### src/logic/acc_transfer_regs.vh
// Constants for the accumulator transfer block: offsets, opcodes, reset values.
`ifndef ACC_TRANSFER_REGS_VH
`define ACC_TRANSFER_REGS_VH

// Register word offsets on the AHB-Lite bus (byte addresses).
`define OFS_ACC          8'h00
`define OFS_COLUMN_X     8'h04
`define OFS_ROW_Y        8'h08
`define OFS_CARRY        8'h0C
`define OFS_CLOCK_CTRL   8'h10
`define OFS_PULLUP_ZERO  8'h14
`define OFS_PULLUP_ONE   8'h18
`define OFS_ADC_ONE      8'h1C
`define OFS_ADC_TWO      8'h20
`define OFS_RAM_ADDR     8'h24
`define OFS_RAM_DATA     8'h28
`define OFS_STATUS       8'h2C

// Status register field positions.
`define STATUS_COUNT_LSB 0
`define STATUS_COUNT_MSB 7
`define STATUS_LAST_LSB  8
`define STATUS_LAST_MSB  13

// Opcode patterns and masks, ten bits each.
`define OPC_LOAD_RAM     10'h2C0
`define MSK_LOAD_RAM     10'h3F0
`define OPC_CLOCK_CTRL   10'h252
`define OPC_PULLUP_ZERO  10'h257
`define OPC_PULLUP_ONE   10'h25E
`define OPC_ADC_ONE      10'h244
`define OPC_ADC_TWO      10'h245
`define MSK_FULL         10'h3FF

// Operation select indices.
`define OP_LOAD_RAM      0
`define OP_CLOCK_CTRL    1
`define OP_PULLUP_ZERO   2
`define OP_PULLUP_ONE    3
`define OP_ADC_ONE       4
`define OP_ADC_TWO       5
`define OP_COUNT         6

// Reset values.
`define RST_NIBBLE       4'h0
`define RST_RAM_ADDR     8'h00
`define RST_COUNT        8'h00
`define RST_WORD         32'h00000000

// Transfer timing in instruction cycles.
`define EXEC_CYCLES      1

`endif

### src/logic/acc_load_transfer_ops.v
// Accumulator transfer instruction group with an AHB-Lite register slave.
//
// Operation
// - RAM load op puts the nibble at the data pointer into the accumulator.
// - Same op then sets column register to its old value XOR immediate.
// - Clock register read op copies the clock control register to accumulator.
// - Opcode 10'h257 is decoded and copies pull-up control zero to accumulator.
// - Its own read op copies pull-up control one to the accumulator.
// - Opcode 10'h244 is decoded and moves A/D control one to the accumulator.
// - Its own read op moves A/D control two to the accumulator.
//
// The register offsets and the AHB-Lite register port were left to the implementer.
`timescale 1ns/1ps
`include "acc_transfer_regs.vh"

module acc_load_transfer_ops (
  // Clock and reset.
  input  wire        clk,
  input  wire        rst_n,
  // Instruction issue from the fetch sequencer.
  input  wire        instr_valid,
  input  wire [9:0]  instr_code,
  // Core state outputs.
  output reg  [3:0]  acc_q,
  output reg  [3:0]  column_x_q,
  output reg         carry_q,
  output reg         skip_next_q,
  output reg         exec_done_q,
  // Peripheral control register outputs.
  output reg  [3:0]  clock_control_reg_q,
  output reg  [3:0]  pullup_control_zero_q,
  output reg  [3:0]  pullup_control_one_q,
  output reg  [3:0]  adc_control_one_q,
  output reg  [3:0]  adc_control_two_q,
  // AHB-Lite slave.
  input  wire        hsel,
  input  wire [31:0] haddr,
  input  wire [1:0]  htrans,
  input  wire        hwrite,
  input  wire [2:0]  hsize,
  input  wire [31:0] hwdata,
  input  wire        hready,
  output reg  [31:0] hrdata,
  output reg         hreadyout,
  output reg         hresp
);

  ////////////////////////////////////////////////////////////////////////////////
  // Declarations.

  localparam [3:0] S_IDLE    = 4'h1;
  localparam [3:0] S_WRITE   = 4'h2;
  localparam [3:0] S_RD_WAIT = 4'h4;
  localparam [3:0] S_READ    = 4'h8;

  reg  [3:0]           state_q;
  reg  [3:0]           state_d;
  reg  [7:0]           addr_q;
  reg                  addr_hit_q;
  reg  [3:0]           row_y_q;
  reg  [7:0]           ram_addr_q;
  reg  [7:0]           count_q;
  reg  [`OP_COUNT-1:0] last_op_q;
  reg  [31:0]          rd_mux;
  reg  [3:0]           acc_d;
  reg  [3:0]           column_x_d;

  wire [`OP_COUNT-1:0] op_sel;
  wire [3:0]           imm_field;
  wire [3:0]           ram_dp_data;
  wire [3:0]           ram_sw_data;
  wire                 exec_any;
  wire                 addr_phase;
  wire                 wr_commit;
  wire                 wr_hit;
  wire                 wr_acc;
  wire                 wr_column;
  wire                 wr_row;
  wire                 wr_carry;
  wire                 wr_clock_ctrl;
  wire                 wr_pullup_zero;
  wire                 wr_pullup_one;
  wire                 wr_adc_one;
  wire                 wr_adc_two;
  wire                 wr_ram_addr;
  wire                 wr_ram_data;
  wire                 wr_status;

  ////////////////////////////////////////////////////////////////////////////////
  // Instruction decode and data memory.

  op_decoder u_decoder (
    .instr_code (instr_code),
    .op_sel     (op_sel),
    .imm_field  (imm_field)
  );

  data_ram u_ram (
    .clk       (clk),
    .wr_en     (wr_ram_data),
    .wr_addr   (ram_addr_q),
    .wr_data   (hwdata[3:0]),
    .rd_addr_a ({column_x_q, row_y_q}),
    .rd_data_a (ram_dp_data),
    .rd_addr_b (ram_addr_q),
    .rd_data_b (ram_sw_data)
  );

  // An instruction of the group executes in the cycle it is offered.
  assign exec_any = instr_valid && (|op_sel);

  ////////////////////////////////////////////////////////////////////////////////
  // Bus phase tracking.

  assign addr_phase = hsel && htrans[1] && hready;
  assign wr_commit  = (state_q == S_WRITE) && hready;

  always @* begin
    state_d = state_q;
    case (state_q)
      S_IDLE, S_WRITE, S_READ: begin
        if (addr_phase && hwrite) begin
          state_d = S_WRITE;
        end else if (addr_phase) begin
          state_d = S_RD_WAIT;
        end else begin
          state_d = S_IDLE;
        end
      end
      S_RD_WAIT: begin
        state_d = S_READ;
      end
      default: begin
        state_d = S_IDLE;
      end
    endcase
  end

  always @(posedge clk) begin
    if (!rst_n) begin
      state_q    <= S_IDLE;
      addr_q     <= 8'h00;
      addr_hit_q <= 1'b0;
      hreadyout  <= 1'b1;
      hresp      <= 1'b0;
    end else begin
      state_q <= state_d;
      hresp   <= 1'b0;
      if (addr_phase) begin
        addr_q     <= haddr[7:0];
        addr_hit_q <= (haddr[31:8] == 24'h000000) && (hsize == 3'h2);
      end
      // A read takes one wait state so that its data come from a flip-flop.
      hreadyout <= (state_d != S_RD_WAIT);
    end
  end

  ////////////////////////////////////////////////////////////////////////////////
  // Register write strobes.

  assign wr_hit         = wr_commit && addr_hit_q;
  assign wr_acc         = wr_hit && (addr_q == `OFS_ACC);
  assign wr_column      = wr_hit && (addr_q == `OFS_COLUMN_X);
  assign wr_row         = wr_hit && (addr_q == `OFS_ROW_Y);
  assign wr_carry       = wr_hit && (addr_q == `OFS_CARRY);
  assign wr_clock_ctrl  = wr_hit && (addr_q == `OFS_CLOCK_CTRL);
  assign wr_pullup_zero = wr_hit && (addr_q == `OFS_PULLUP_ZERO);
  assign wr_pullup_one  = wr_hit && (addr_q == `OFS_PULLUP_ONE);
  assign wr_adc_one     = wr_hit && (addr_q == `OFS_ADC_ONE);
  assign wr_adc_two     = wr_hit && (addr_q == `OFS_ADC_TWO);
  assign wr_ram_addr    = wr_hit && (addr_q == `OFS_RAM_ADDR);
  assign wr_ram_data    = wr_hit && (addr_q == `OFS_RAM_DATA);
  assign wr_status      = wr_hit && (addr_q == `OFS_STATUS);

  ////////////////////////////////////////////////////////////////////////////////
  // Read data multiplexer.

  always @* begin
    rd_mux = `RST_WORD;
    if (addr_hit_q) begin
      case (addr_q)
        `OFS_ACC:         rd_mux = {28'h0000000, acc_q};
        `OFS_COLUMN_X:    rd_mux = {28'h0000000, column_x_q};
        `OFS_ROW_Y:       rd_mux = {28'h0000000, row_y_q};
        `OFS_CARRY:       rd_mux = {31'h00000000, carry_q};
        `OFS_CLOCK_CTRL:  rd_mux = {28'h0000000, clock_control_reg_q};
        `OFS_PULLUP_ZERO: rd_mux = {28'h0000000, pullup_control_zero_q};
        `OFS_PULLUP_ONE:  rd_mux = {28'h0000000, pullup_control_one_q};
        `OFS_ADC_ONE:     rd_mux = {28'h0000000, adc_control_one_q};
        `OFS_ADC_TWO:     rd_mux = {28'h0000000, adc_control_two_q};
        `OFS_RAM_ADDR:    rd_mux = {24'h000000, ram_addr_q};
        `OFS_RAM_DATA:    rd_mux = {28'h0000000, ram_sw_data};
        `OFS_STATUS:      rd_mux = {18'h00000, last_op_q, count_q};
        default:          rd_mux = `RST_WORD;
      endcase
    end
  end

  always @(posedge clk) begin
    if (!rst_n) begin
      hrdata <= `RST_WORD;
    end else if (state_q == S_RD_WAIT) begin
      hrdata <= rd_mux;
    end
  end

  ////////////////////////////////////////////////////////////////////////////////
  // Accumulator and column register next values.

  always @* begin
    acc_d      = acc_q;
    column_x_d = column_x_q;
    if (wr_acc) begin
      acc_d = hwdata[3:0];
    end
    if (wr_column) begin
      column_x_d = hwdata[3:0];
    end
    // An executing instruction has priority over a software write.
    if (instr_valid) begin
      if (op_sel[`OP_LOAD_RAM]) begin
        acc_d      = ram_dp_data;
        column_x_d = column_x_q ^ imm_field;
      end else if (op_sel[`OP_CLOCK_CTRL]) begin
        acc_d = clock_control_reg_q;
      end else if (op_sel[`OP_PULLUP_ZERO]) begin
        acc_d = pullup_control_zero_q;
      end else if (op_sel[`OP_PULLUP_ONE]) begin
        acc_d = pullup_control_one_q;
      end else if (op_sel[`OP_ADC_ONE]) begin
        acc_d = adc_control_one_q;
      end else if (op_sel[`OP_ADC_TWO]) begin
        acc_d = adc_control_two_q;
      end
    end
  end

  ////////////////////////////////////////////////////////////////////////////////
  // Core state registers.

  always @(posedge clk) begin
    if (!rst_n) begin
      acc_q       <= `RST_NIBBLE;
      column_x_q  <= `RST_NIBBLE;
      row_y_q     <= `RST_NIBBLE;
      carry_q     <= 1'b0;
      skip_next_q <= 1'b0;
      exec_done_q <= 1'b0;
      count_q     <= `RST_COUNT;
      last_op_q   <= {`OP_COUNT{1'b0}};
    end else begin
      acc_q       <= acc_d;
      column_x_q  <= column_x_d;
      // The group never requests a skip of the next instruction.
      skip_next_q <= 1'b0;
      exec_done_q <= exec_any;
      if (exec_any) begin
        count_q   <= count_q + 8'h01;
        last_op_q <= op_sel;
      end
      if (wr_row) begin
        row_y_q <= hwdata[3:0];
      end
      // Carry is touched only by software, never by this group.
      if (wr_carry) begin
        carry_q <= hwdata[0];
      end
      // A status write clears the count even when an op executes in the same cycle.
      if (wr_status) begin
        count_q <= `RST_COUNT;
      end
    end
  end

  ////////////////////////////////////////////////////////////////////////////////
  // Peripheral control registers and the memory window pointer.

  always @(posedge clk) begin
    if (!rst_n) begin
      clock_control_reg_q   <= `RST_NIBBLE;
      pullup_control_zero_q <= `RST_NIBBLE;
      pullup_control_one_q  <= `RST_NIBBLE;
      adc_control_one_q     <= `RST_NIBBLE;
      adc_control_two_q     <= `RST_NIBBLE;
      ram_addr_q            <= `RST_RAM_ADDR;
    end else begin
      if (wr_clock_ctrl) begin
        clock_control_reg_q <= hwdata[3:0];
      end
      if (wr_pullup_zero) begin
        pullup_control_zero_q <= hwdata[3:0];
      end
      if (wr_pullup_one) begin
        pullup_control_one_q <= hwdata[3:0];
      end
      if (wr_adc_one) begin
        adc_control_one_q <= hwdata[3:0];
      end
      if (wr_adc_two) begin
        adc_control_two_q <= hwdata[3:0];
      end
      if (wr_ram_addr) begin
        ram_addr_q <= hwdata[7:0];
      end
    end
  end

endmodule // acc_load_transfer_ops

### src/logic/data_ram.v
// Nibble-wide data memory with one write port and two read ports.
`timescale 1ns/1ps

module data_ram (
  // Clock.
  input  wire       clk,
  // Write port.
  input  wire       wr_en,
  input  wire [7:0] wr_addr,
  input  wire [3:0] wr_data,
  // Read ports.
  input  wire [7:0] rd_addr_a,
  output wire [3:0] rd_data_a,
  input  wire [7:0] rd_addr_b,
  output wire [3:0] rd_data_b
);

  reg [3:0] mem [0:255];

  // Memory is written on the clock edge.
  always @(posedge clk) begin
    if (wr_en) begin
      mem[wr_addr] <= wr_data;
    end
  end

  assign rd_data_a = mem[rd_addr_a];
  assign rd_data_b = mem[rd_addr_b];

endmodule // data_ram

### src/logic/op_decoder.v
// Combinational decoder for the accumulator transfer instruction group.
`timescale 1ns/1ps
`include "acc_transfer_regs.vh"

module op_decoder (
  // Instruction word.
  input  wire [9:0]               instr_code,
  // Decoded operation and immediate.
  output wire [`OP_COUNT-1:0]     op_sel,
  output wire [3:0]               imm_field
);

  localparam [10*`OP_COUNT-1:0] OPC_TABLE = {`OPC_ADC_TWO, `OPC_ADC_ONE, `OPC_PULLUP_ONE,
                                             `OPC_PULLUP_ZERO, `OPC_CLOCK_CTRL, `OPC_LOAD_RAM};
  localparam [10*`OP_COUNT-1:0] MSK_TABLE = {`MSK_FULL, `MSK_FULL, `MSK_FULL,
                                             `MSK_FULL, `MSK_FULL, `MSK_LOAD_RAM};

  // Each entry matches its opcode under its mask.
  genvar i;
  generate
    for (i = 0; i < `OP_COUNT; i = i + 1) begin : g_match
      assign op_sel[i] = ((instr_code & MSK_TABLE[10*i +: 10]) == OPC_TABLE[10*i +: 10]);
    end
  endgenerate

  assign imm_field = instr_code[3:0];

endmodule // op_decoder

### config.mk
export PLATFORM = sky130hd
export DESIGN_NAME = acc_load_transfer_ops
export DESIGN_NICKNAME = d
export VERILOG_FILES = /design/src/logic/acc_load_transfer_ops.v /design/src/logic/data_ram.v /design/src/logic/op_decoder.v
export VERILOG_INCLUDE_DIRS = /design/src /design/src/logic
export SDC_FILE = /design/constraint.sdc
export NUM_CORES = 2
export LEC_CHECK = 0
export BUFFER_PORTS_ARGS = -buffer_cell sky130_fd_sc_hd__buf_2
export CORE_AREA = 5 5 495 375
export CTS_CLUSTER_SIZE = 20
export DETAILED_ROUTE_END_ITERATION = 10
export DIE_AREA = 0 0 500 380
export GPL_TIMING_DRIVEN = 0
export PLACE_DENSITY = 0.5
export SLEW_MARGIN = 10
export SYNTH_ARGS = -nofsm -noshare
export SYNTH_HDL_FRONTEND = slang
export SYNTH_HIERARCHICAL = 1
export SYNTH_SLANG_ARGS = --single-unit
### constraint.sdc
create_clock -name clk -period 3.2 [get_ports clk]
set_input_delay 0.32 -clock clk [delete_from_list [all_inputs] [get_ports clk]]
set_output_delay 0.32 -clock clk [all_outputs]
set_load 0.01 [all_outputs]
# Word level (Yosys, flattened, before mapping)

Memories as Yosys holds them, arrays and structs flattened. A register that Yosys moved wholly into a read port is not among the register bits.
Index checks and enable logic that the tools add are counted.

Register bits: 102
Bits in latches: 0
Memory bits (writable): 1024
Bits in read-only memories: 0
Input port bits: 85
Logic and storage cells: 89
Memories: 1

Add/sub/neg operators: 1
Multipliers: 0
Div/mod/pow operators: 0
Magnitude comparators: 0
Equality and inequality tests: 23
Shift operators: 0
Mux-type cells: 20
Bitwise operators: 2
Reduce and logical (&&, ||, !) cells: 24

Memories:

| name      | words | bits a word | read ports | clocked after memory_dff | wr ports | RTL line      | text |
|---|---|---|---|---|---|---|---|
| u_ram.mem | 256   | 4           | 2          | 1                        | 1        | data_ram.v:18 | `reg [3:0] mem [0:255];` |

Operator list:

| cell                                                  | number |
|---|---|
| case mux 14 bit (12 select lines)                     | 1 |
| == test 10 bit, second input constant                 | 5 |
| two-way mux 4 bit                                     | 11 |
| == test 8 x 5 -> 1 bit, second input constant         | 4 |
| == test 8 x 6 -> 1 bit, second input constant         | 4 |
| zero test 24 bit                                      | 1 |
| logical AND 1 bit                                     | 19 |
| == test 8 x 4 -> 1 bit, second input constant         | 2 |
| two-way mux 8 bit                                     | 2 |
| two-way mux 14 bit                                    | 1 |
| adder 8 x 1 -> 8 bit, second input constant           | 1 |
| == test 8 x 3 -> 1 bit, second input constant         | 1 |
| zero test 8 bit                                       | 1 |
| case mux 4 bit (2 select lines)                       | 1 |
| == test 6 bit, second input constant                  | 1 |
| two-way mux 3 bit                                     | 2 |
| OR reduction 6 bit                                    | 1 |
| == test 4 x 1 -> 1 bit, second input constant         | 1 |
| == test 4 x 2 -> 1 bit, second input constant         | 1 |
| == test 4 x 3 -> 1 bit, second input constant         | 1 |
| == test 4 bit, second input constant                  | 1 |
| inequality test 4 x 3 -> 1 bit, second input constant | 1 |
| bitwise XOR 4 bit                                     | 1 |
| == test 3 x 2 -> 1 bit, second input constant         | 1 |
| other kinds (4)                                       | 5 |

# Longest topological paths before layout

Depth in word-level cells: 12
Depth in mapped cells: 16
Mapped depth without buffers: 11

# Modules after synthesis

Netlist, hierarchy kept.

By module, submodules not included:

| module                | times used | cells an instance | area an instance (um^2) | seq. area each (um^2) |
|---|---|---|---|---|
| data_ram              | 1          | 2725              | 49113.4                 | 30749.5 |
| acc_load_transfer_ops | 1          | 540               | 4346.7                  | 1681.6 |
| op_decoder            | 1          | 16                | 123.9                   | 0.0 |

# Worst setup path after synthesis

No wires, ideal clock.

Path kind: reg2reg
Start point: register, netlist name ram_addr_q[0]
End point: register hrdata[2]
Library setup time: 0.131 ns
Arrival: 2.913 ns
Slack: 0.156 ns
Stages on the path, launching flop included: 12
Buffers on the path: 2
Clock period less this slack: 3.044 ns
Path through: dfxtp_1 buf_6 buf_2 mux4_2 mux4_2 nor2b_1 o31ai_1 o311ai_1 a22o_1 a22o_1 a2111oi_2 nor3_1

RTL lines:

| item                   | RTL line                    | text |
|---|---|---|
| end signal: assignment | acc_load_transfer_ops.v:201 | `` hrdata <= `RST_WORD; `` |
| end signal: assignment | acc_load_transfer_ops.v:203 | `hrdata <= rd_mux;` |
| end: declaration       | acc_load_transfer_ops.v:43  | `output reg [31:0] hrdata,` |

# Worst setup path in the final report

Start point: register row_y_q[0]
End point: register acc_q[3]

Cells in the longest elaborated chain, start to end: 3

RTL lines:

| item                     | RTL line                    | text |
|---|---|---|
| start: declaration       | acc_load_transfer_ops.v:60  | `reg [3:0] row_y_q;` |
| start signal: assignment | acc_load_transfer_ops.v:245 | `` row_y_q <= `RST_NIBBLE; `` |
| start signal: assignment | acc_load_transfer_ops.v:262 | `row_y_q <= hwdata[3:0];` |
| memory (256 x 4 bit)     | -                           |  |
| via ram_dp_data[3]       | acc_load_transfer_ops.v:70  | `wire [3:0] ram_dp_data;` |
| two-way mux 4 bit        | acc_load_transfer_ops.v:221 | `` if (op_sel[`OP_LOAD_RAM]) begin `` |
| two-way mux 4 bit        | acc_load_transfer_ops.v:220 | `if (instr_valid) begin` |
| end signal: assignment   | acc_load_transfer_ops.v:243 | `` acc_q <= `RST_NIBBLE; `` |
| end: declaration         | acc_load_transfer_ops.v:24  | `output reg [3:0] acc_q,` |

The timed path passes the listed nets, and every way through them passes these cells.
A chain may end at the register's enable or synchronous reset.

==> results by group <==
STA
  – Setup WS post-layout: -0.729 ns
  – Hold slack: around 0.011 ns
  – Slew Limit Fails: 0
  – Final TNS setup: -5.76 ns
  – Worst rel slew slack: approximately a quarter
  – Final hold violations: 0
  – Setup Viol. Count Final: 28
  – F_max: ~250 MHz
  – Fin Clk Skew: between 0.04 and 0.05 ns
  – Unrepaired setup endpoints after global routing: true
  – Min Tclk post-route: 3.93 ns
  – Worst Tran Pin Value: ~1.1 ns
  – Final Cycle Share: 123%

Critical path
  – CP Depth: 17
  – Top delay family on crit path: compound AO/OA/AOI/OAI gates
  – Reg2reg path depth: 17
  – CP required: between 3 and 4 ns
  – Critical-path cell with the highest stage delay: mux4_2
  – Critical Path Most Common Cell: buf_12
  – CP peak stage delay: 0.54 ns
  – CP Launch Type: flop
  – Cell Chain, Critical Path: buf_12 -> buf_16 -> buf_12 -> buf_16 -> buf_4 -> buf_12 -> mux4_2 -> mux2_2 -> o22ai_1 -> a211oi_1 -> a21oi_2 -> o211ai_1 -> nand2b_4 -> o21ai_2 -> or4_1 -> a32o_2 -> a21oi_2
  – Crit path kind: reg2reg
  – Endpoint class of the critical path: flop
  – Worst flop-to-flop path startpoint: row_y_q[0]
  – Worst-path maximum fanout: 7
  – WP buf/inv: 6
  – CP startpoint: row_y_q[0]
  – Crit path arrival time: about 4.6 ns

Finish
  – Final Net Count: roughly 3.7k
  – Fin cells: about 6.1k
  – Area growth syn-to-layout: 22.9%
  – Share of the core filled with cells in the final layout: about 37%
  – Post-route cell area: roughly 66000 µm²
  – Fraction of layout cells with a size suffix above 1: 39.8%

Global route
  – Total track usage: 23.6%
  – Met2 Use GR: 30.8%
  – Largest net degree at the start of global routing: between 100 and 150
  – Vias in the first global route: roughly 35k
  – Grt met1 use: between 30% and 40%
  – Initial antenna violation count: 9
  – Met3 usage: 11.4%
  – First-pass GRT wire length: 308 mm
  – Overflow after GRT: 0
  – GR peak layer: met1

Power and ir drop
  – Internal Power: 23.7 mW
  – Switching share of power: between 20% and 30%
  – Clock power frac: a little under half
  – Seq pwr share: ~53%
  – Comb power frac: 1.6%
  – Pwr Density: 456 nW/µm²
  – Lkg Pwr: slightly below 20 nW
  – Worst vdd ir: about 570 µV
  – Design Power: approximately 30 mW
  – P_sw: between 6 and 7 mW

Detailed routing
  – DRC: 0
  – DRT iter0 DRCs: 5844
  – DR pass1 iterations: 9
  – Final WL: about 230 mm
  – WL per Instance: approximately 38 µm
  – Post-DRT Antenna Nets: 0
  – Drt via density: approximately 6.1
  – Vias post-DR: 37.5k

Synthesis
  – Sequential area share after synthesis: around three fifths
  – Cell variety after synth: 87
  – Post-synthesis register bit count: around 1.1k
  – Post-synth top area share: between 50 and 60%
  – Synth Instances: between 3k and 4k
  – Async SR Flop Fraction: 0%
  – Largest cells by area after synthesis: edfxtp_1, mux4_2, dfxtp_1
  – Mapped Avg Cell Area: roughly 16 µm²
  – EDFF count, synth: roughly 1.0k
  – Area of the mapped netlist: around 54000 µm²
  – Dominant synthesized flop cell: edfxtp_1
  – Warnings from Yosys: 6
  – Area leader, netlist: edfxtp_1

Clock tree
  – Root Driver: clkbuf_16
  – Clk slew on worst S/H paths: 0.07 ns
  – Worst-skew pair later-pin latency: ~0.76 ns
  – CTS H-tree depth: 3
  – # clock sinks: ~1.1k
  – CTS Buffer Depth: 3
  – CTS tree: built
  – CTS Buf Count: between 100 and 150

Die
  – Row count: between 100 and 150
  – IO Pins: 150
  – Starting Density: 29.8%
  – Die height: 380 µm
  – Die area: around 190000 µm²
  – Die Wd: around 500 µm
  – Core outline area: 180000 µm²

Min path
  – Worst hold path type: in2reg
  – Hold path startpoint: hwdata[3]
  – Hold-critical path depth: 1

Outcome
  – Violated checks: negative setup slack
  – Status: complete, but fails checks

Placed design
  – Placed instance area: between 50000 and 60000 µm²
  – Final HPWL DP: 165 mm
  – Pre-CTS setup slack: -3.39 ns
  – Dpl cells: 5817
  – Routability cong.: between 1 and 1.5
  – Port Buffers: roughly 100

Run
  – Max-cap check violation count: 0
worst reg2reg max path, delay by kind of cell (launching register included):
family	cells	cell delay [ns]
and+or+nand+nor	2	0.36
muxes	2	0.83
AOI/OAI and AO/OA	7	1.33
DFF	1	0.35
buffers and inverters	6	0.92
cells by family (layout without fill, tap and decap cells):
| family | count (synthesis) | in the layout | synth area share, % |
|---|---|---|---|
| mux | 701 | 701 | 24.3 |
| xor+xnor | 8 | 8 | 0.131 |
| buf+inv | 298 | 743 | 3.01 |
| simple gates | 750 | 750 | 6.43 |
| other cells | 1 | 25 | 0.00700 |
| fa+ha+maj | 1 | 1 | 0.0233 |
| flops | 1108 | 1108 | 60.5 |
| compound gates | 414 | 414 | 5.58 |
layout make-up:
type                            instances  area [µm²]
Fill cell                           16800      114000
Sequential cell                      1108       32400
Multi-Input combinational cell       1894       21400
Buffer                                279        3040
Tap cell                             2397        3000
Clock buffer                          134        2870
Timing Repair Buffer                  246        2230
Clock inverter                         67         833
Inverter                               17        78.8
Antenna cell                            5        12.5
worst paths after layout:
| check | slack [ns] | endpoint |
|---|---|---|
| worst max-delay path | -0.73 | acc_q[3] |
| worst min-delay path | 0.01 | u_ram/mem[222][3] |
| worst max register to register | -0.73 | acc_q[3] |
| worst min register to register | 0.46 | last_op_q[1] |
synth_stat cells, types with 5 or more instances:
cell          n
nand2_1     169
buf_6        32
nor2b_1      28
and3_1       13
a221oi_1     14
nand2b_1     27
and2_1        8
a31oi_1       7
mux2i_1     162
nand3_1      68
mux2_2       66
or3_1         5
a221o_1       8
a22oi_1      28
dfxtp_1      84
nor3_1       24
a211o_1       5
buf_2        47
a211oi_1     26
nand4_1      25
o221ai_1     70
edfxtp_1   1024
o21ai_0      20
buf_1        16
o21ai_1       5
o32ai_1       7
o31ai_1       8
nor2_1      337
a21boi_0      9
nor4_1        9
clkbuf_1    134
a22o_1       10
o211ai_1      5
inv_1        13
buf_4        52
or2_2         5
a21oi_1      94
mux4_2      473
a2111oi_0     9
o22ai_1      49
what timing repair did:
action,in CTS,in global routing
pin swaps,37,59
setup endpoints to repair,992,214
gates resized for setup,664,173
cloned,2,2
hold buffers,23,0
buffers inserted,71,28
endpoints found under the hold margin,27,0
metal layers:
layer | vias up | share of wire (%) | wire length, µm
met5 | - | 0.042 | 97
met3 | 428 | 16 | 36700
met1 | 20000 | 42 | 96700
met4 | 4 | 3.4 | 7770
met2 | 2712 | 39 | 90300
li1 | 14300 | - | -
power by group through the flow:
stage	clock network, mW	registers (mW)	logic, mW
after floorplan	0	16.1	0.112
after global placement	0	16.2	0.414
after detailed placement	0	16.1	0.455
after CTS	13.9	15.8	0.476
after global routing	14.5	15.8	0.517
final	13.8	15.8	0.485
sequential cells by signal, summed over array words and instances (netlist names):
register               count
pullup_control_one_q       4
addr_q                     8
u_ram/mem               1024
adc_control_one_q          4
hreadyout                  1
exec_done_q                1
row_y_q                    4
adc_control_two_q          4
ram_addr_q                 8
clock_control_reg_q        4
acc_q                      4
column_x_q                 4
hrdata                    14
count_q                    8
last_op_q                  6
state_q                    4
addr_hit_q                 1
carry_q                    1
pullup_control_zero_q      4
placed cells by master, fill, tap and decap left out, drive strengths merged, types with 26 or more instances in the layout:
cell type and count:
a211oi 26, mux4 473, nand2 170, dfxtp 84, mux2i 162, a22oi 28
nor2b 28, o221ai 70, o22ai 49, nand2b 27, buf 369, nand3 68
nor2 337, clkbuf 266, edfxtp 1024, mux2 66, clkinv 42, a21oi 95
No activity file was read; power rests on OpenSTA's default activity.
